==> config.mk <==
export PLATFORM = sky130hd
export DESIGN_NAME = status_pin_source_select
export DESIGN_NICKNAME = d
export VERILOG_FILES = /design/src/rtl/status_pin_pkg.sv /design/src/rtl/horiz_timing_gen.sv /design/src/rtl/vert_gate_gen.sv /design/src/rtl/status_pin_source_select.sv
export SDC_FILE = /design/constraint.sdc
export NUM_CORES = 1
export LEC_CHECK = 0
export ABC_AREA = 1
export BUFFER_PORTS_ARGS = -buffer_cell sky130_fd_sc_hd__buf_2
export CELL_PAD_IN_SITES_DETAIL_PLACEMENT = 1
export CELL_PAD_IN_SITES_GLOBAL_PLACEMENT = 2
export CORE_MARGIN = 3
export CORE_UTILIZATION = 35
export CTS_CLUSTER_DIAMETER = 40
export DETAILED_ROUTE_END_ITERATION = 6
export PLACE_DENSITY_LB_ADDON = 0.1
export SYNTH_ARGS = -nofsm -noshare
export SYNTH_HDL_FRONTEND = slang
export SYNTH_HIERARCHICAL = 1
export SYNTH_SLANG_ARGS = --single-unit
==> constraint.sdc <==
create_clock -name i_sys_clk -period 6.2 [get_ports i_sys_clk]
set_input_delay 1.55 -clock i_sys_clk [delete_from_list [all_inputs] [get_ports i_sys_clk]]
set_output_delay 1.55 -clock i_sys_clk [all_outputs]
set_load 0.005 [all_outputs]
==> src/rtl/status_pin_pkg.sv <==
package status_pin_pkg;

  // ----------------------------------------------------------------
  // Register offsets
  // ----------------------------------------------------------------
  localparam logic [7:0] HSYNC_BEGIN_OFS = 8'h06;
  localparam logic [7:0] HSYNC_STOP_OFS = 8'h07;
  localparam logic [7:0] SYNC_CTRL_OFS = 8'h10;
  localparam logic [7:0] SWITCH_CTRL_OFS = 8'h11;
  localparam logic [7:0] PIN_SEL_OFS = 8'h12;
  localparam logic [7:0] OUT_CTRL_OFS = 8'h13;
  localparam logic [7:0] GATE_START_OFS = 8'h15;
  localparam logic [7:0] GATE_STOP_OFS = 8'h16;
  localparam logic [7:0] GATE_MSB_OFS = 8'h17;
  localparam logic [7:0] LINE_CTRL_FIRST_OFS = 8'h41;
  localparam logic [7:0] LINE_CTRL_LAST_OFS = 8'h57;

  // ----------------------------------------------------------------
  // Field positions
  // ----------------------------------------------------------------
  localparam int PIN_SEL_LSB = 4;
  localparam int CONVERTER_BYPASS_BIT = 1;
  localparam int HORIZ_LOCK_SPEED_BIT = 4;
  localparam int GENERAL_SWITCH_B_BIT = 7;
  localparam int HSYNC_FINE_DELAY_LSB = 4;
  localparam int VERT_REF_POSITION_BIT = 3;
  localparam int FIELD_ID_POLARITY_BIT = 3;
  localparam int GATE_START_MSB_BIT = 0;
  localparam int GATE_STOP_MSB_BIT = 1;

  // ----------------------------------------------------------------
  // Reset values and timing
  // ----------------------------------------------------------------
  localparam logic [7:0] PIN_SEL_RESET = 8'h00;
  localparam logic [7:0] REG_RESET = 8'h00;
  localparam logic [11:0] HORIZ_REFERENCE_NORMAL_CYCLES = 12'd1440;
  localparam logic [3:0] RAW_DATA_TYPE = 4'h7;
  localparam int STEP8_SHIFT = 3;
  localparam int STEP2_SHIFT = 1;
  localparam logic [11:0] LINE_PERIOD_CYCLES = 12'd1728;

  typedef enum logic [3:0] {
    SEL_DOT_INPUT = 4'b0000,
    SEL_CONV_LSB = 4'b0001,
    SEL_SWITCH = 4'b0010,
    SEL_HLOCK = 4'b0011,
    SEL_BOTH_LOCK = 4'b0100,
    SEL_LOCK_COLOUR = 4'b0101,
    SEL_LINE_SEQ = 4'b0110,
    SEL_HORIZ_REFERENCE = 4'b0111,
    SEL_HSYNC = 4'b1000,
    SEL_GATED_HORIZ_REFERENCE = 4'b1001,
    SEL_ODD = 4'b1010,
    SEL_VSYNC = 4'b1011,
    SEL_VPULSE = 4'b1100,
    SEL_VERT_GATE_OUT = 4'b1101,
    SEL_VREF = 4'b1110,
    SEL_FIELD_ID = 4'b1111
  } pin_src_type;

  // Status and timing inputs from the decoder core
  typedef struct packed {
    logic horiz_lock_std;
    logic horiz_lock_fast;
    logic vert_lock;
    logic colour_detected;
    logic line_sequence_flag;
    logic converter_lsb;
    logic odd_field;
    logic vert_sync_out;
    logic vert_pulse_out;
    logic vert_ref_early;
    logic vert_ref_late;
    logic line_start;
    logic [8:0] line_number;
    logic [3:0] line_data_type;
  } core_status_type;

  // Register write port
  typedef struct packed {
    logic wr_en;
    logic [7:0] addr;
    logic [7:0] data;
  } reg_wr_type;

endpackage

==> src/rtl/horiz_timing_gen.sv <==
`timescale 1ns/1ns
// Horizontal reference and sync pulse generator, counting from line start
module horiz_timing_gen (
  input wire logic i_sys_clk, // Line-locked clock
  input wire logic i_reset_n, // Synchronous reset, active low
  input wire logic i_line_start, // One-cycle pulse at start of line
  input wire logic [3:0] i_data_type, // Data type of current line
  input wire logic [7:0] i_begin_value, // Pulse begin, 8-clock steps
  input wire logic [7:0] i_stop_value, // Pulse stop, 8-clock steps
  input wire logic [1:0] i_fine_delay, // Fine delay, 2-clock steps
  output logic o_horiz_reference, // Horizontal reference level
  output logic o_horiz_sync // Horizontal sync level
);

  logic [11:0] pos_r;
  logic [11:0] pos_nxt;
  logic horiz_reference_r;
  logic horiz_reference_nxt;
  logic hs_r;
  logic hs_nxt;
  logic [11:0] fine;
  logic [11:0] beg_pos;
  logic [11:0] end_pos;

  function automatic logic [11:0] step8(input logic [7:0] v, input logic [11:0] f);
    step8 = 12'({v, 3'b000}) + f;
  endfunction

  always_comb begin
    fine = 12'({i_fine_delay, 1'b0});
    beg_pos = step8(i_begin_value, fine);
    end_pos = step8(i_stop_value, fine);
    // Saturate so a missing line start never wraps back into the pulse window
    if (i_line_start) begin
      pos_nxt = 12'h000;
    end else if (&pos_r) begin
      pos_nxt = pos_r;
    end else begin
      pos_nxt = pos_r + 12'h001;
    end
    // raw lines use the programmable window, others the fixed width
    if (i_data_type == status_pin_pkg::RAW_DATA_TYPE) begin
      horiz_reference_nxt = (pos_nxt >= beg_pos) && (pos_nxt < end_pos);
    end else begin
      horiz_reference_nxt = pos_nxt < status_pin_pkg::HORIZ_REFERENCE_NORMAL_CYCLES;
    end
    hs_nxt = (pos_nxt >= beg_pos) && (pos_nxt < end_pos);
  end

  always_ff @(posedge i_sys_clk) begin
    if (!i_reset_n) begin
      pos_r <= status_pin_pkg::LINE_PERIOD_CYCLES;
      horiz_reference_r <= 1'b0;
      hs_r <= 1'b0;
    end else begin
      pos_r <= pos_nxt;
      horiz_reference_r <= horiz_reference_nxt;
      hs_r <= hs_nxt;
    end
  end

  assign o_horiz_reference = horiz_reference_r;
  assign o_horiz_sync = hs_r;

endmodule

==> src/rtl/vert_gate_gen.sv <==
`timescale 1ns/1ns
// Vertical gate and field identifier from programmable line numbers
module vert_gate_gen (
  input wire logic i_sys_clk, // Line-locked clock
  input wire logic i_reset_n, // Synchronous reset, active low
  input wire logic [8:0] i_line_number, // Current line in field
  input wire logic [8:0] i_gate_start_line, // Gate start line
  input wire logic [8:0] i_gate_stop_line, // Gate stop line
  output logic o_vert_gate, // Vertical gate level
  output logic o_field_identifier // Field identifier, default polarity
);

  logic gate_r;
  logic gate_nxt;
  logic fid_r;
  logic fid_nxt;

  always_comb begin
    gate_nxt = gate_r;
    fid_nxt = fid_r;
    // rises at start line, falls at stop line
    if (i_line_number == i_gate_start_line) begin
      gate_nxt = 1'b1;
    end else if (i_line_number == i_gate_stop_line) begin
      gate_nxt = 1'b0;
    end
    // field identifier changes at the start line; line zero restarts it
    if (i_line_number == i_gate_start_line) begin
      fid_nxt = 1'b1;
    end else if (i_line_number == 9'h000) begin
      fid_nxt = 1'b0;
    end
  end

  always_ff @(posedge i_sys_clk) begin
    if (!i_reset_n) begin
      gate_r <= 1'b0;
      fid_r <= 1'b0;
    end else begin
      gate_r <= gate_nxt;
      fid_r <= fid_nxt;
    end
  end

  assign o_vert_gate = gate_r;
  assign o_field_identifier = fid_r;

endmodule

==> src/rtl/status_pin_source_select.sv <==
`timescale 1ns/1ns
// Functional notes
// - Selection is upper nibble of 0x12; code 0010 drives general switch bit 7 of 0x11.
// - Code 0000 floats the pin and uses it as the dot input.
// - Code 0001 outputs converter LSBs when bypass bit set; otherwise reserved.
// - Code 0011 outputs horizontal lock; 0x11 bit 4 picks standard or fast.
// - Code 0100 outputs vertical and horizontal lock together.
// - Code 0101 outputs both locks and colour detected.
// - Code 0110 outputs line-sequence flag, low on the DR line.
// - Code 0111 outputs horizontal reference, high while output data valid.
// - Horizontal reference width follows the current line's data type.
// - Data types other than 7 give 1440 cycles high.
// - Data type 7 uses programmable window in 8-clock steps plus fine delay.
// - Code 1000 outputs horizontal sync, width in 8-clock steps, 2-clock fine position.
// - Code 1001 outputs horizontal reference gated by vertical reference.
// - Code 1010 outputs odd/even field identifier, high on odd fields.
// - Code 1011 outputs vertical sync.
// - Code 1100 outputs vertical pulse.
// - Code 1101 outputs vertical gate from 9-bit start and stop lines.
// - Code 1110 outputs vertical reference at one of two positions.
// - Code 1111 outputs field identifier timed by gate start line.
// - Polarity bit 1 inverts field identifier, 0 keeps default.
module status_pin_source_select (
  input wire logic i_sys_clk, // Line-locked clock
  input wire logic i_reset_n, // Synchronous reset, active low
  input status_pin_pkg::reg_wr_type i_reg_wr, // Register write from host
  input wire logic [7:0] i_rd_addr, // Register read address
  input status_pin_pkg::core_status_type i_core, // Decoder status inputs
  input wire logic i_status_pin_b_in, // Pad input level
  output logic o_status_pin_b_out, // Pad output level
  output logic o_status_pin_b_oe, // Pad output enable, high drives
  output logic o_dot_input, // Dot signal taken from the pad
  output logic [7:0] o_rd_data // Register read data
);

  // ----------------------------------------------------------------
  // Registers
  // ----------------------------------------------------------------
  logic [7:0] hsync_begin_r;
  logic [7:0] hsync_begin_nxt;
  logic [7:0] hsync_stop_r;
  logic [7:0] hsync_stop_nxt;
  logic [7:0] sync_ctrl_r;
  logic [7:0] sync_ctrl_nxt;
  logic [7:0] switch_ctrl_r;
  logic [7:0] switch_ctrl_nxt;
  logic [7:0] pin_sel_r;
  logic [7:0] pin_sel_nxt;
  logic [7:0] out_ctrl_r;
  logic [7:0] out_ctrl_nxt;
  logic [7:0] gate_start_r;
  logic [7:0] gate_start_nxt;
  logic [7:0] gate_stop_r;
  logic [7:0] gate_stop_nxt;
  logic [7:0] gate_msb_r;
  logic [7:0] gate_msb_nxt;
  logic [7:0] rd_data_r;
  logic [7:0] rd_data_nxt;

  function automatic logic [7:0] wr_update(
    input status_pin_pkg::reg_wr_type wr,
    input logic [7:0] ofs,
    input logic [7:0] cur
  );
    wr_update = (wr.wr_en && wr.addr == ofs) ? wr.data : cur;
  endfunction

  always_comb begin
    hsync_begin_nxt = wr_update(i_reg_wr, status_pin_pkg::HSYNC_BEGIN_OFS, hsync_begin_r);
    hsync_stop_nxt = wr_update(i_reg_wr, status_pin_pkg::HSYNC_STOP_OFS, hsync_stop_r);
    sync_ctrl_nxt = wr_update(i_reg_wr, status_pin_pkg::SYNC_CTRL_OFS, sync_ctrl_r);
    switch_ctrl_nxt = wr_update(i_reg_wr, status_pin_pkg::SWITCH_CTRL_OFS, switch_ctrl_r);
    pin_sel_nxt = wr_update(i_reg_wr, status_pin_pkg::PIN_SEL_OFS, pin_sel_r);
    out_ctrl_nxt = wr_update(i_reg_wr, status_pin_pkg::OUT_CTRL_OFS, out_ctrl_r);
    gate_start_nxt = wr_update(i_reg_wr, status_pin_pkg::GATE_START_OFS, gate_start_r);
    gate_stop_nxt = wr_update(i_reg_wr, status_pin_pkg::GATE_STOP_OFS, gate_stop_r);
    gate_msb_nxt = wr_update(i_reg_wr, status_pin_pkg::GATE_MSB_OFS, gate_msb_r);
    case (i_rd_addr)
      status_pin_pkg::HSYNC_BEGIN_OFS: rd_data_nxt = hsync_begin_r;
      status_pin_pkg::HSYNC_STOP_OFS: rd_data_nxt = hsync_stop_r;
      status_pin_pkg::SYNC_CTRL_OFS: rd_data_nxt = sync_ctrl_r;
      status_pin_pkg::SWITCH_CTRL_OFS: rd_data_nxt = switch_ctrl_r;
      status_pin_pkg::PIN_SEL_OFS: rd_data_nxt = pin_sel_r;
      status_pin_pkg::OUT_CTRL_OFS: rd_data_nxt = out_ctrl_r;
      status_pin_pkg::GATE_START_OFS: rd_data_nxt = gate_start_r;
      status_pin_pkg::GATE_STOP_OFS: rd_data_nxt = gate_stop_r;
      status_pin_pkg::GATE_MSB_OFS: rd_data_nxt = gate_msb_r;
      default: rd_data_nxt = 8'h00;
    endcase
  end

  always_ff @(posedge i_sys_clk) begin
    if (!i_reset_n) begin
      hsync_begin_r <= status_pin_pkg::REG_RESET;
      hsync_stop_r <= status_pin_pkg::REG_RESET;
      sync_ctrl_r <= status_pin_pkg::REG_RESET;
      switch_ctrl_r <= status_pin_pkg::REG_RESET;
      pin_sel_r <= status_pin_pkg::PIN_SEL_RESET;
      out_ctrl_r <= status_pin_pkg::REG_RESET;
      gate_start_r <= status_pin_pkg::REG_RESET;
      gate_stop_r <= status_pin_pkg::REG_RESET;
      gate_msb_r <= status_pin_pkg::REG_RESET;
      rd_data_r <= 8'h00;
    end else begin
      hsync_begin_r <= hsync_begin_nxt;
      hsync_stop_r <= hsync_stop_nxt;
      sync_ctrl_r <= sync_ctrl_nxt;
      switch_ctrl_r <= switch_ctrl_nxt;
      pin_sel_r <= pin_sel_nxt;
      out_ctrl_r <= out_ctrl_nxt;
      gate_start_r <= gate_start_nxt;
      gate_stop_r <= gate_stop_nxt;
      gate_msb_r <= gate_msb_nxt;
      rd_data_r <= rd_data_nxt;
    end
  end

  // ----------------------------------------------------------------
  // Field decode
  // ----------------------------------------------------------------
  status_pin_pkg::pin_src_type pin_b_sel;
  logic converter_bypass;
  logic horiz_lock_speed_sel;
  logic general_switch_b;
  logic vert_ref_position;
  logic field_id_polarity;
  logic [1:0] hsync_fine_delay;
  logic [8:0] gate_start_line;
  logic [8:0] gate_stop_line;

  always_comb begin
    pin_b_sel = status_pin_pkg::pin_src_type'(pin_sel_r[status_pin_pkg::PIN_SEL_LSB +: 4]);
    converter_bypass = switch_ctrl_r[status_pin_pkg::CONVERTER_BYPASS_BIT];
    horiz_lock_speed_sel = switch_ctrl_r[status_pin_pkg::HORIZ_LOCK_SPEED_BIT];
    // Switch bit lives in the switch control register, not in the select nibble
    general_switch_b = switch_ctrl_r[status_pin_pkg::GENERAL_SWITCH_B_BIT];
    vert_ref_position = sync_ctrl_r[status_pin_pkg::VERT_REF_POSITION_BIT];
    field_id_polarity = out_ctrl_r[status_pin_pkg::FIELD_ID_POLARITY_BIT];
    hsync_fine_delay = sync_ctrl_r[status_pin_pkg::HSYNC_FINE_DELAY_LSB +: 2];
    gate_start_line = {gate_msb_r[status_pin_pkg::GATE_START_MSB_BIT], gate_start_r};
    gate_stop_line = {gate_msb_r[status_pin_pkg::GATE_STOP_MSB_BIT], gate_stop_r};
  end

  // ----------------------------------------------------------------
  // Source generators
  // ----------------------------------------------------------------
  logic horiz_reference;
  logic horiz_sync_out;
  logic vert_gate_out;
  logic field_identifier;

  horiz_timing_gen u_horiz (
    .i_sys_clk(i_sys_clk),
    .i_reset_n(i_reset_n),
    .i_line_start(i_core.line_start),
    .i_data_type(i_core.line_data_type),
    .i_begin_value(hsync_begin_r),
    .i_stop_value(hsync_stop_r),
    .i_fine_delay(hsync_fine_delay),
    .o_horiz_reference(horiz_reference),
    .o_horiz_sync(horiz_sync_out)
  );

  vert_gate_gen u_vert (
    .i_sys_clk(i_sys_clk),
    .i_reset_n(i_reset_n),
    .i_line_number(i_core.line_number),
    .i_gate_start_line(gate_start_line),
    .i_gate_stop_line(gate_stop_line),
    .o_vert_gate(vert_gate_out),
    .o_field_identifier(field_identifier)
  );

  // ----------------------------------------------------------------
  // Pin multiplexer
  // ----------------------------------------------------------------
  logic pin_out_r;
  logic pin_out_nxt;
  logic pin_oe_r;
  logic pin_oe_nxt;
  logic dot_r;
  logic dot_nxt;
  logic horiz_lock_flag;
  logic vert_ref;

  always_comb begin
    horiz_lock_flag = horiz_lock_speed_sel ? i_core.horiz_lock_fast
                                           : i_core.horiz_lock_std;
    vert_ref = vert_ref_position ? i_core.vert_ref_late : i_core.vert_ref_early;
    pin_out_nxt = 1'b0;
    pin_oe_nxt = 1'b1;
    dot_nxt = 1'b0;
    case (pin_b_sel)
      status_pin_pkg::SEL_DOT_INPUT: begin
        pin_oe_nxt = 1'b0;
        dot_nxt = i_status_pin_b_in;
      end
      // Reserved code without bypass: pin driven low rather than floating
      status_pin_pkg::SEL_CONV_LSB: pin_out_nxt = converter_bypass & i_core.converter_lsb;
      status_pin_pkg::SEL_SWITCH: pin_out_nxt = general_switch_b;
      status_pin_pkg::SEL_HLOCK: pin_out_nxt = horiz_lock_flag;
      status_pin_pkg::SEL_BOTH_LOCK: pin_out_nxt = i_core.vert_lock & i_core.horiz_lock_std;
      status_pin_pkg::SEL_LOCK_COLOUR: begin
        pin_out_nxt = i_core.vert_lock & i_core.horiz_lock_std & i_core.colour_detected;
      end
      status_pin_pkg::SEL_LINE_SEQ: pin_out_nxt = i_core.line_sequence_flag;
      status_pin_pkg::SEL_HORIZ_REFERENCE: pin_out_nxt = horiz_reference;
      status_pin_pkg::SEL_HSYNC: pin_out_nxt = horiz_sync_out;
      status_pin_pkg::SEL_GATED_HORIZ_REFERENCE: pin_out_nxt = horiz_reference & vert_ref;
      status_pin_pkg::SEL_ODD: pin_out_nxt = i_core.odd_field;
      status_pin_pkg::SEL_VSYNC: pin_out_nxt = i_core.vert_sync_out;
      status_pin_pkg::SEL_VPULSE: pin_out_nxt = i_core.vert_pulse_out;
      status_pin_pkg::SEL_VERT_GATE_OUT: pin_out_nxt = vert_gate_out;
      status_pin_pkg::SEL_VREF: pin_out_nxt = vert_ref;
      status_pin_pkg::SEL_FIELD_ID: pin_out_nxt = field_identifier ^ field_id_polarity;
      default: pin_out_nxt = 1'b0;
    endcase
  end

  // Registered so the pad only toggles on clock edges
  always_ff @(posedge i_sys_clk) begin
    if (!i_reset_n) begin
      pin_out_r <= 1'b0;
      pin_oe_r <= 1'b0;
      dot_r <= 1'b0;
    end else begin
      pin_out_r <= pin_out_nxt;
      pin_oe_r <= pin_oe_nxt;
      dot_r <= dot_nxt;
    end
  end

  assign o_status_pin_b_out = pin_out_r;
  assign o_status_pin_b_oe = pin_oe_r;
  assign o_dot_input = dot_r;
  assign o_rd_data = rd_data_r;

endmodule

# Word-level counts from Yosys, hierarchy flattened
# Index checks and enable logic that the tools add are counted.
dict set report totals {
  regBits 99
  wordCells 93
  ramBits 0
  out_inout_bits 11
  memories 0
  latchBits 0
  rom_bits 0
}
dict set report classes {
  magnitude_cmp 3
  multipliers 0
  n_eq_ne 36
  n_addsub 3
  muxes 12
  n_reduce_logical 16
  bitwise_logic 5
  n_shift 0
  div_mod_pow 0
}
# operator n
set op_table {}
lappend op_table {{$eq 8x5->1 const B} 14}
lappend op_table {{$pmux 8 s9} 1}
lappend op_table {{$eq 4x4->1 const B} 8}
lappend op_table {{$eq 8x3->1 const B} 4}
lappend op_table {{$add 11x3->12} 2}
lappend op_table {{$mux 12} 2}
lappend op_table {{$eq 4x3->1 const B} 5}
lappend op_table {{$eq 9x9->1} 2}
lappend op_table {{$pmux 1 s15} 1}
lappend op_table {{$add 12x1->12 const B} 1}
lappend op_table {{$ge 12x12->1} 1}
lappend op_table {{$lt 12x11->1 const B} 1}
lappend op_table {{$lt 12x12->1} 1}
lappend op_table {{$reduce_and 12->1} 1}
lappend op_table {{$logic_and 1x1->1} 10}
lappend op_table {{$logic_not 9->1} 1}
lappend op_table {{$eq 4x2->1 const B} 2}
lappend op_table {{$mux 1} 8}
lappend op_table {{$and 1x1->1} 4}
lappend op_table {{$eq 4x1->1 const B} 1}
lappend op_table {{$logic_not 4->1} 1}
lappend op_table {{$reduce_bool 2->1} 2}
lappend op_table {{$reduce_and 2->1} 1}
lappend op_table {{$xor 1x1->1} 1}

# Depth between registers and ports, before layout
# Gate-level depths: netlist of the first run.
dict set report logic_depth {
  word_depth 6
  mapped_depth 19
  ltp_nobuf 19
}

# Hierarchy
# The synthesis of the first run kept the hierarchy.
# mod cells_each n_inst area_per_inst_um2
set by_module_without_submodules {}
lappend by_module_without_submodules {status_pin_source_select 576 1 3817.4}
lappend by_module_without_submodules {horiz_timing_gen 212 1 1351.3}
lappend by_module_without_submodules {vert_gate_gen 51 1 320.3}

# Worst setup path after synthesis of the first run
# No wires, ideal clock.
dict set report synth_timing {
  kind {in2reg}
  start {input i_core[13] (netlist name)}
  end {register u_horiz.hs_r (netlist: u_horiz/o_horiz_sync)}
  path_buffers 1
  t_arrival_ns 2.853
  path_slack_ns 3.231
  setup_ns 0.116
  stages 12
  path_cell_list {clkbuf_1 > nor3_1 > ha_1 > a21oi_1 > nand2_1 > nand2_1 > nand2_1 > nand2_1 > nand2_1 > nand2_1 > nand3_1 > and3_1}
}
dict set report synth_via {
  elab_chain_len 3
  elab_cells_between_ends 4
}
# element line_no
set synth_rtl {}
lappend synth_rtl {{from (decl)} status_pin_source_select.sv:28} ;# input status_pin_pkg::core_status_type i_core,
lappend synth_rtl {{$mux 12 *} horiz_timing_gen.sv:34} ;# if (i_line_start) begin
lappend synth_rtl {{net u_horiz.pos_nxt[3]} horiz_timing_gen.sv:16} ;# logic [11:0] pos_nxt;
lappend synth_rtl {{$ge 12x12->1 / $lt 12x12->1 (equally long branches)} horiz_timing_gen.sv:47} ;# hs_nxt = (pos_nxt >= beg_pos) && (pos_nxt < end_pos);
lappend synth_rtl {{$logic_and 1x1->1 *} horiz_timing_gen.sv:47}
lappend synth_rtl {{to (signal assigned)} horiz_timing_gen.sv:58} ;# hs_r <= hs_nxt;
lappend synth_rtl {{to (decl)} horiz_timing_gen.sv:19} ;# logic hs_r;
# Mark *: on every way through the listed nets, which the timed path passes. The rest lies on a longest branch.
# A chain may end at the register's enable or synchronous reset.

# Worst setup path after layout of the first run
dict set report layout_timing {
  start {input i_rd_addr[5]}
  end {register rd_data_r[0] (netlist: o_rd_data[0])}
}
dict set report layout_via {
  elab_chain_len 2
  elab_cells_between_ends 10
}
# element line_no
set layout_rtl {}
lappend layout_rtl {{from (decl)} status_pin_source_select.sv:27} ;# input wire logic [7:0] i_rd_addr,
lappend layout_rtl {{$eq 8x5->1 / $eq 8x3->1 (equally long branches)} status_pin_source_select.sv:78} ;# case (i_rd_addr)
lappend layout_rtl {{$pmux 8 s9 *} status_pin_source_select.sv:78}
lappend layout_rtl {{to (signal assigned)} status_pin_source_select.sv:114} ;# rd_data_r <= rd_data_nxt;
lappend layout_rtl {{to (decl)} status_pin_source_select.sv:57} ;# logic [7:0] rd_data_r;
# Mark *: on every way between the ends. The rest lies on a longest branch, timed or not.

==> flow_summary.toml, run 1 <==
[drt]
vias = 5550
routed_wl_um = 19200
drc_errors = 0
drtAntennaViolNets = 0
routedWlPerCell_um = 17.3
dr.pass1.iters = 5
dr.first_iter.drc_count = 327
vias_per_cell = 5.01

[logic_synthesis]
postSynthAreaPerCell_um2 = 6.54
ys_seq_elements = 99
synth.cell_area_um2 = 5490
ys_types = 32
synth.yosys.seq_area_share = 0.361
synth_fp_nets = 911
yosys_warnings = 6
netlist_instances = 839

[global_route]
grt_max_degree = 89
antenna_found_initial = 0
grt_pass1_vias = 5718
grt_pass1_wl_um = 31200
track_usage = 0.228
grt_overflow_total = 0

[floorplan]
die_y_um = 131
fp.coreArea_um2 = 15300
num_rows = 45
dieArea_um2 = 17200
start_util = 0.360
io_pins = 64
die_w_um = 131

[setup_path]
startpoint_type = "primary input"
crit_family = "simple AND/OR/NAND/NOR gates"
crit_slowest_cell = "nor2_2"
path_max_fanout = 23
critical_path_class = "primary input to flip-flop"
arrival_ps = 3620
endpoint_kind = "flip-flop"
worst-path-buf-inv = 5
cp.required_ps = 6500
max_stage_delay_ps = 670
crit_chain = "buf_2, inv_1, nand2_1, nor2_2, buf_4, nand2_1, o21ai_0, inv_1, nand3_1, nand2_1, inv_1"

[sta]
setup_violations = 0
max_slew_margin = 0.239
setup_ws_ps = 2880
slew_viol_final = 0
fin_crit_ps = 3320
max_freq_mhz = 302
setup_tns_ps = 0
fin_crit_sh = 0.535
hold_viol_final = 0
tightest_slew_ps = 1140
skew_ps = 6.68
rsz0062_at_grt = "no"

[cts]
cts_tree = "done"
clkTransAtPathRegs_ps = 70
cts_resized = 0
postCtsSetupRepairBufs = 0
clk_latency_ps = 360
clock-sinks = 99
cts_made_buffers = 9
ctsHoldBuffers = 0
h-tree-depth = 3
cts.path.max_buffers = 2
cts_root_buffer = "clkbuf_16"

[power_and_ir_drop]
power.density_nw_per_um2 = 213
ir_drop_mv = 0.156
p_leak_uw = 0.00274
finalPower_uw = 1330

[final_layout]
design_area_um2 = 6260
nets = 964
antennaDiodeCount = 0
fill_cells = 2033
largest_register_ffs = 12
syn_to_final_growth_pct = 14.1
top_register = "u_horiz/pos_r"
layout-drive-gt1-share = 0.113

[run_status]
status = "finished clean"

[flow_run]
drv_cap = 0

[place]
place_area_um2 = 5970
preCtsSetupSlack_ps = 2560
gp_congestion = 0.826
io_buffers = 63
dp_hpwl_um = 14700

[min_path]
hold_path_class = "flip-flop to flip-flop"
-- layout by cell type, fill, tap and decap left out, drive strengths merged, types with 2 or more instances in the layout --
| cell type | synthesis | layout |
|---|---|---|
| nand2 | 147 | 147 |
| nor2 | 145 | 145 |
| inv | 126 | 130 |
| dfxtp | 99 | 99 |
| nand3 | 92 | 92 |
| o21ai | 87 | 87 |
| buf | 12 | 65 |
| a21oi | 54 | 54 |
| ha | 19 | 19 |
| xnor2 | 11 | 11 |
| clkbuf | 11 | 9 |
| nor3 | 8 | 8 |
| nand4 | 6 | 6 |
| xor2 | 6 | 6 |
| nor4 | 5 | 5 |
| clkinv | 2 | 5 |
| and3 | 3 | 3 |
| nor3b | 2 | 2 |
-- tightest hold or removal path, stage by stage, from the launching register on --
cell and delay (ps):
dfxtp_1 310, inv_1 50, a21oi_1 50
-- through the flow --
stage                     hold slack [ps]  std cells  utilization
after detailed placement              443       1092        0.391
after floorplan                       424        839            -
final                                 453       1108        0.410
after global placement                434       1092        0.391
after CTS                             454       1108        0.410
after global routing                  477       1108        0.410
-- cells in the mapped netlist --
cell type / count / area share
or2_4: 1 / 0.0016
o21ai_0: 86 / 0.078
nor4_1: 5 / 0.0057
clkinv_2: 1 / 0.00091
nand2_1: 143 / 0.098
a21o_1: 1 / 0.0014
xnor2_1: 11 / 0.018
xor2_1: 6 / 0.0096
nor3_2: 1 / 0.0018
buf_6: 2 / 0.0041
nor3b_1: 2 / 0.0027
nor3_1: 6 / 0.0055
clkbuf_1: 11 / 0.0075
o21ai_1: 1 / 0.00091
nor2_2: 6 / 0.0068
nand3b_1: 1 / 0.0014
nor2_1: 135 / 0.092
clkinv_1: 1 / 0.00068
buf_2: 10 / 0.0091
dfxtp_1: 99 / 0.36
nor3_4: 1 / 0.0030
a21boi_0: 1 / 0.0014
ha_1: 19 / 0.043
nand4_1: 6 / 0.0068
nand3_1: 90 / 0.082
nand3_4: 1 / 0.0032
inv_1: 126 / 0.086
nor2_4: 4 / 0.0082
and3_1: 3 / 0.0034
nand3_2: 1 / 0.0018
nand2_2: 4 / 0.0046
a21oi_1: 54 / 0.049
-- path summary, 6_finish.rpt --
check | start | endpoint | cells after the start | slack [ps]
min | sync_ctrl_r[1] | sync_ctrl_r[1] | 2 | 450
min reg2reg | sync_ctrl_r[1] | sync_ctrl_r[1] | 2 | 450
max | i_rd_addr[5] | o_rd_data[0] | 11 | 2880
max reg2reg | u_horiz/pos_r[0] | u_horiz/o_horiz_sync | 17 | 3400
-- routing by layer --
metal	GRT usage	wire (µm)
met1	0.327	9670
met3	0.0306	638
met5	0	0
met2	0.363	8640
met4	0.0618	248
-- power breakdown --
group          total, µW  internal (µW)  switching, µW
Sequential           645            640           4.76
Clock                573            284            289
Combinational        117           38.7           78.1
Total               1330            963            372
-- kinds of logic (layout without fill, tap and decap cells) --
group	count (synthesis)	after routing	synth area share
buf+inv	151	209	0.109
fa+ha+maj	19	19	0.0433
simple gates	410	410	0.329
flops	99	99	0.361
compound gates	143	143	0.131
xor+xnor	17	17	0.0271
-- cell type report --
class / count / area [µm²] / share of cell area
Multi-Input combinational cell: 589 / 2910 / 0.465
Sequential cell: 99 / 1980 / 0.317
Inverter: 128 / 482 / 0.0769
Timing Repair Buffer: 65 / 330 / 0.0528
Tap cell: 211 / 264 / 0.0422
Clock buffer: 9 / 225 / 0.0360
Clock inverter: 7 / 66.3 / 0.0106
Note: power is estimated with default switching activity, not from simulation.
==> run 2: changes to the inputs <==
Settings changed: CORE_UTILIZATION 35 to 32.
Clock period 6.2 ns to 3.2 ns, I/O delays scaled along.
==> run 2 against run 1 <==
Flip-flop and latch count stayed put. Die area is 8.9% higher. Clock-buffer cell count is 1 higher. Utilization is 3.1 points lower. Largest power group unchanged.
==> flow_summary.toml, run 2 (synthesis results as in run 1) <==
[power_and_ir_drop]
power.density_nw_per_um2 = 415
finalPower_uw = 2620
p_int_uw = 1930
power.switching_fraction = 0.263
p_sw_uw = 690
p_leak_uw = 0.00276
p_clk_frac = 0.439
ir_drop_mv = 0.287
pwr-share-seq = 0.476
comb_power_share = 0.085

[place]
dp_cells = 1107
dp_hpwl_um = 14700
gp_congestion = 0.831
io_buffers = 63

[sta]
tightest_slew_ps = 737
setup_violations = 0
fin_crit_ps = 2630
setup_tns_ps = 0
max_slew_margin = 0.507
max_freq_mhz = 380
fin_crit_sh = 0.822
slew_viol_final = 0
hold_viol_final = 0
rsz0062_at_grt = "no"
skew_ps = 8.39

[setup_path]
crit_chain = "ha_1, inv_1, nor2_4, nand3_4, clkinv_2, nor3_1, nor3_1, ha_1, a21oi_1, nand2_1, nand2_1, nand2_1, nand2_1, nand2_1, nand2_1, nand3_1, and3_1"
critical_path_class = "flip-flop to flip-flop"
worstReg2RegStart = "u_horiz/pos_r[0]"
rr_worst_depth = 17
cp.required_ps = 3450
path_max_fanout = 10
arrival_ps = 2880
rrSetupSlack_ps = 570
crit_slowest_cell = "dfxtp_1"
startpoint_type = "flip-flop"
timing.rr.end = "u_horiz/o_horiz_sync"
endpoint_kind = "flip-flop"
max_stage_delay_ps = 380
path_common_cell = "nand2_1"

[min_path]
hold_path_class = "flip-flop to flip-flop"
min_path_cells = 2
hp-start = "out_ctrl_r[5]"
min_to = "out_ctrl_r[5]"

[cts]
clk_latency_ps = 360
cts_root_buffer = "clkbuf_16"
ctsHoldBuffers = 0
clkTransAtPathRegs_ps = 80
cts_tree = "done"
clock-sinks = 99
cts_made_buffers = 9
cts_resized = 0
h-tree-depth = 3
cts.path.max_buffers = 2
postCtsSetupRepairBufs = 0

[final_layout]
multiInputGateArea_um2 = 2910
syn_to_final_growth_pct = 15.3
instances_no_fill = 1123
fill_cells = 2238
antennaDiodeCount = 0
top_register = "u_horiz/pos_r"
regArea_um2 = 1980
fin_util = 0.379
layout_common_cells = "nand2_1, nor2_1, inv_1"
nets = 970
layout-drive-gt1-share = 0.117
layout_commonest_cell = "nand2_1"
largest_register_ffs = 12

[drt]
routedWlPerCell_um = 16.8
vias_per_cell = 4.91
drc_errors = 0
routed_wl_um = 18900
drtAntennaViolNets = 0
vias = 5518
dr.pass1.iters = 5
dr.first_iter.drc_count = 399

[floorplan]
fp.coreArea_um2 = 16700
start_util = 0.329
dieArea_um2 = 18800
die_y_um = 137
num_rows = 47
die_w_um = 137
io_pins = 64

[global_route]
track_usage = 0.207
antenna_found_initial = 0
grt_overflow_total = 0
grt_max_degree = 44
met3_usage = 0.0279
grt_pass1_wl_um = 29800
grt_pass1_vias = 5507
use_met2 = 0.321
busiest_layer = "met2"
gr-usage-met1 = 0.296

[run_status]
status = "finished clean"

[flow_run]
drv_cap = 0
## run 2: area by class of cell
| cell class | count | area share |
|---|---|---|
| multi-input cells | 589 | 0.460 |
| inverters | 128 | 0.0761 |
| well taps | 220 | 0.0435 |
| clock buffers | 10 | 0.0362 |
| clock inverters | 6 | 0.0115 |
| flip-flops and latches | 99 | 0.313 |
| repair buffers | 71 | 0.0593 |
## run 2: routing by layer
layer	part of all wire	up-vias
met2	0.43	106
li1	-	2795
met3	0.041	19
met4	0.019	0
met1	0.51	2598
met5	0	-
## run 2: worst max-delay path: cells and delay by family, from the launching register on
family                     cells  cell delay, ps
AOI/OAI and AO/OA              1             140
adders and majority gates      2             560
buffers and inverters          2             190
DFF                            1             380
and+or+nand+nor               12            1250
## run 2: power by group through the flow
stage / Combinational (µW) / Sequential (µW) / Clock [µW]
global placement: 218 / 1280 / 0
finish: 223 / 1250 / 1150
global route: 255 / 1250 / 1210
CTS: 224 / 1250 / 1170
floorplan: 123 / 1280 / 0
detailed placement: 223 / 1280 / 0
## run 2: worst max-delay path by stage
stage,startpoint,end,depth (start not counted)
6_report,u_horiz/pos_r[0],u_horiz/o_horiz_sync,17
5_1_grt,u_horiz/pos_r[1],u_horiz/o_horiz_reference,18
4_1_cts,u_horiz/pos_r[0],u_horiz/o_horiz_sync,17
3_5_place_dp,u_horiz/pos_r[0],u_horiz/o_horiz_sync,17
3_3_place_gp,i_core[13],u_horiz/o_horiz_sync,14
2_1_floorplan,u_horiz/pos_r[0],u_horiz/o_horiz_sync,17
## run 2: through the flow
step / worst slack, ps / hold slack (ps) / area (µm²)
final: 569 / 447 / 6330
after global routing: 258 / 473 / 6330
after CTS: 555 / 453 / 6330
after detailed placement: 562 / 441 / 6030
after global placement: 713 / 432 / 6030
after floorplan: 962 / 424 / 5490
==> run 3: changes to the inputs <==
Settings changed: CORE_UTILIZATION 32 to 29.
Clock period 3.2 ns to 2.42 ns, I/O delays scaled along.
==> run 3 against run 2 <==
Via count rose by 0.20%. Critical path type unchanged. Clock-buffer cell count fell by 1. Clock skew increased by 2.8 ps. Worst setup slack worse by 520 ps. Critical path depth is 1 lower. Register-to-register slack got worse by 520 ps. Sequential share of layout area shrank 1.5 points. Clock power is 35% higher. Cell area rose by 5.6%.
==> flow_summary.toml, run 3 (synthesis results as in run 1) <==
[final_layout]
layout_common_cells = "nand2_1, nor2_1, inv_1"
layout_commonest_cell = "nand2_1"
largest_register_ffs = 12
antennaDiodeCount = 0
nets = 990
top_register = "u_horiz/pos_r"
syn_to_final_growth_pct = 21.7
layout-drive-gt1-share = 0.168
fin_util = 0.366
fill_cells = 2363

[sta]
max_freq_mhz = 421
setup_violations = 0
fin_crit_sh = 0.981
slew_viol_final = 0
max_slew_margin = 0.652
tightest_slew_ps = 519
rsz0062_at_grt = "yes"
hold_viol_final = 0
fin_crit_ps = 2370
skew_ps = 11.2

[drt]
dr.pass1.iters = 4
vias_per_cell = 4.80
routed_wl_um = 19600
drc_errors = 0
routedWlPerCell_um = 17.0
drtAntennaViolNets = 0
vias = 5529
dr.first_iter.drc_count = 329

[floorplan]
die_w_um = 144
fp.coreArea_um2 = 18300
io_pins = 64
die_y_um = 144
num_rows = 49
start_util = 0.300
dieArea_um2 = 20600

[global_route]
grt_max_degree = 88
grt_overflow_total = 0
track_usage = 0.192
grt_pass1_wl_um = 30400
antenna_found_initial = 0
grt_pass1_vias = 5499

[place]
dp_hpwl_um = 14900
io_buffers = 63
gp_congestion = 0.851

[setup_path]
arrival_ps = 2660
critical_path_class = "flip-flop to flip-flop"
worst-path-buf-inv = 2
crit_slowest_cell = "dfxtp_4"
startpoint_type = "flip-flop"
path_common_cell = "nor2_4"
crit_family = "simple AND/OR/NAND/NOR gates"
crit_chain = "ha_4, inv_2, nor2_4, buf_6, nand2_4, nor2_4, a21oi_2, nor2_2, nor2_4, ha_4, nand4_1, nor4_2, nand2_1, nand3_2, nand4_1, nand2_1"
endpoint_kind = "flip-flop"
max_stage_delay_ps = 370
cp.required_ps = 2710
path_max_fanout = 3

[min_path]
hold_path_class = "flip-flop to flip-flop"

[power_and_ir_drop]
p_leak_uw = 0.00291
ir_drop_mv = 0.313
power.density_nw_per_um2 = 528
finalPower_uw = 3530

[cts]
clock-sinks = 99
cts.path.max_buffers = 2
clkTransAtPathRegs_ps = 70
cts_made_buffers = 9
cts_tree = "done"
clk_latency_ps = 350
h-tree-depth = 3
cts_root_buffer = "clkbuf_16"
ctsHoldBuffers = 0

[run_status]
status = "finished clean"

[flow_run]
drv_cap = 0
## run 3: cell count changes in the layout (fill, tap and decap cells not counted), sizes merged
cell	previous run	this run
clkbuf	10	9
clkinv	2	1
inv	128	132
buf	71	91
clkinvlp	3	1
## run 3: power by group
| part | leakage (µW) | internal, µW | total, µW | switching, µW |
|---|---|---|---|---|
| Clock | 0.000152 | 832 | 1550 | 715 |
| Sequential | 0.000802 | 1640 | 1650 | 12.0 |
| Combinational | 0.00196 | 122 | 329 | 208 |
## run 3: area by class of cell
class | count | area [µm²] | share of cell area
timing repair buffer | 91 | 567 | 0.0848
clock inverter | 7 | 88.8 | 0.0133
multi-input combinational | 589 | 3040 | 0.455
inverter | 128 | 483 | 0.0723
clock buffer | 9 | 225 | 0.0337
sequential | 99 | 1990 | 0.298
tap | 229 | 287 | 0.0429
## run 3: final timing paths
check / from / to / slack [ps] / depth (start not counted)
worst min register to register: sync_ctrl_r[6] / sync_ctrl_r[6] / 450 / 2
worst max register to register: u_horiz/pos_r[0] / u_horiz/o_horiz_reference / 50 / 16
worst min-delay path: sync_ctrl_r[6] / sync_ctrl_r[6] / 450 / 2
worst max-delay path: u_horiz/pos_r[0] / u_horiz/o_horiz_reference / 50 / 16
## run 3: stage by stage
stage | instances | hold WS, ps | TNS (ps) | instance area (µm²) | setup slack (ps)
floorplan | 839 | 424 | 0 | 5490 | 182
global placement | 1128 | 431 | 0 | 6150 | 43.0
detailed placement | 1128 | 439 | -184 | 6150 | -103
CTS | 1145 | 449 | 0 | 6490 | 9.92
global route | 1152 | 468 | -157 | 6680 | -114
finish | 1152 | 450 | 0 | 6680 | 46.8
## run 3: repair_timing
item | 4_1_cts | 5_1_grt
setup endpoints to repair | 2 | 2
gates resized for setup | 5 | 33
cloned | 0 | 0
buffers inserted | 1 | 7
pin swaps | 1 | 23
## run 3: per-layer routing
metal  wire length [µm]  track usage  vias to the layer above
li1                   -            -                     2836
met1               9930        0.281                     2584
met2               8830        0.303                       96
met3                636       0.0210                       13
met4                183       0.0436                        0
met5                  0            0                        -
## run 3: worst reg2reg max path, delay by kind of cell (launching register included)
kind            cells  cell delay [ps]
compound gates      1               70
fa+ha+maj           2              420
buf+inv             2              170
flops               1              370
simple gates       11             1300
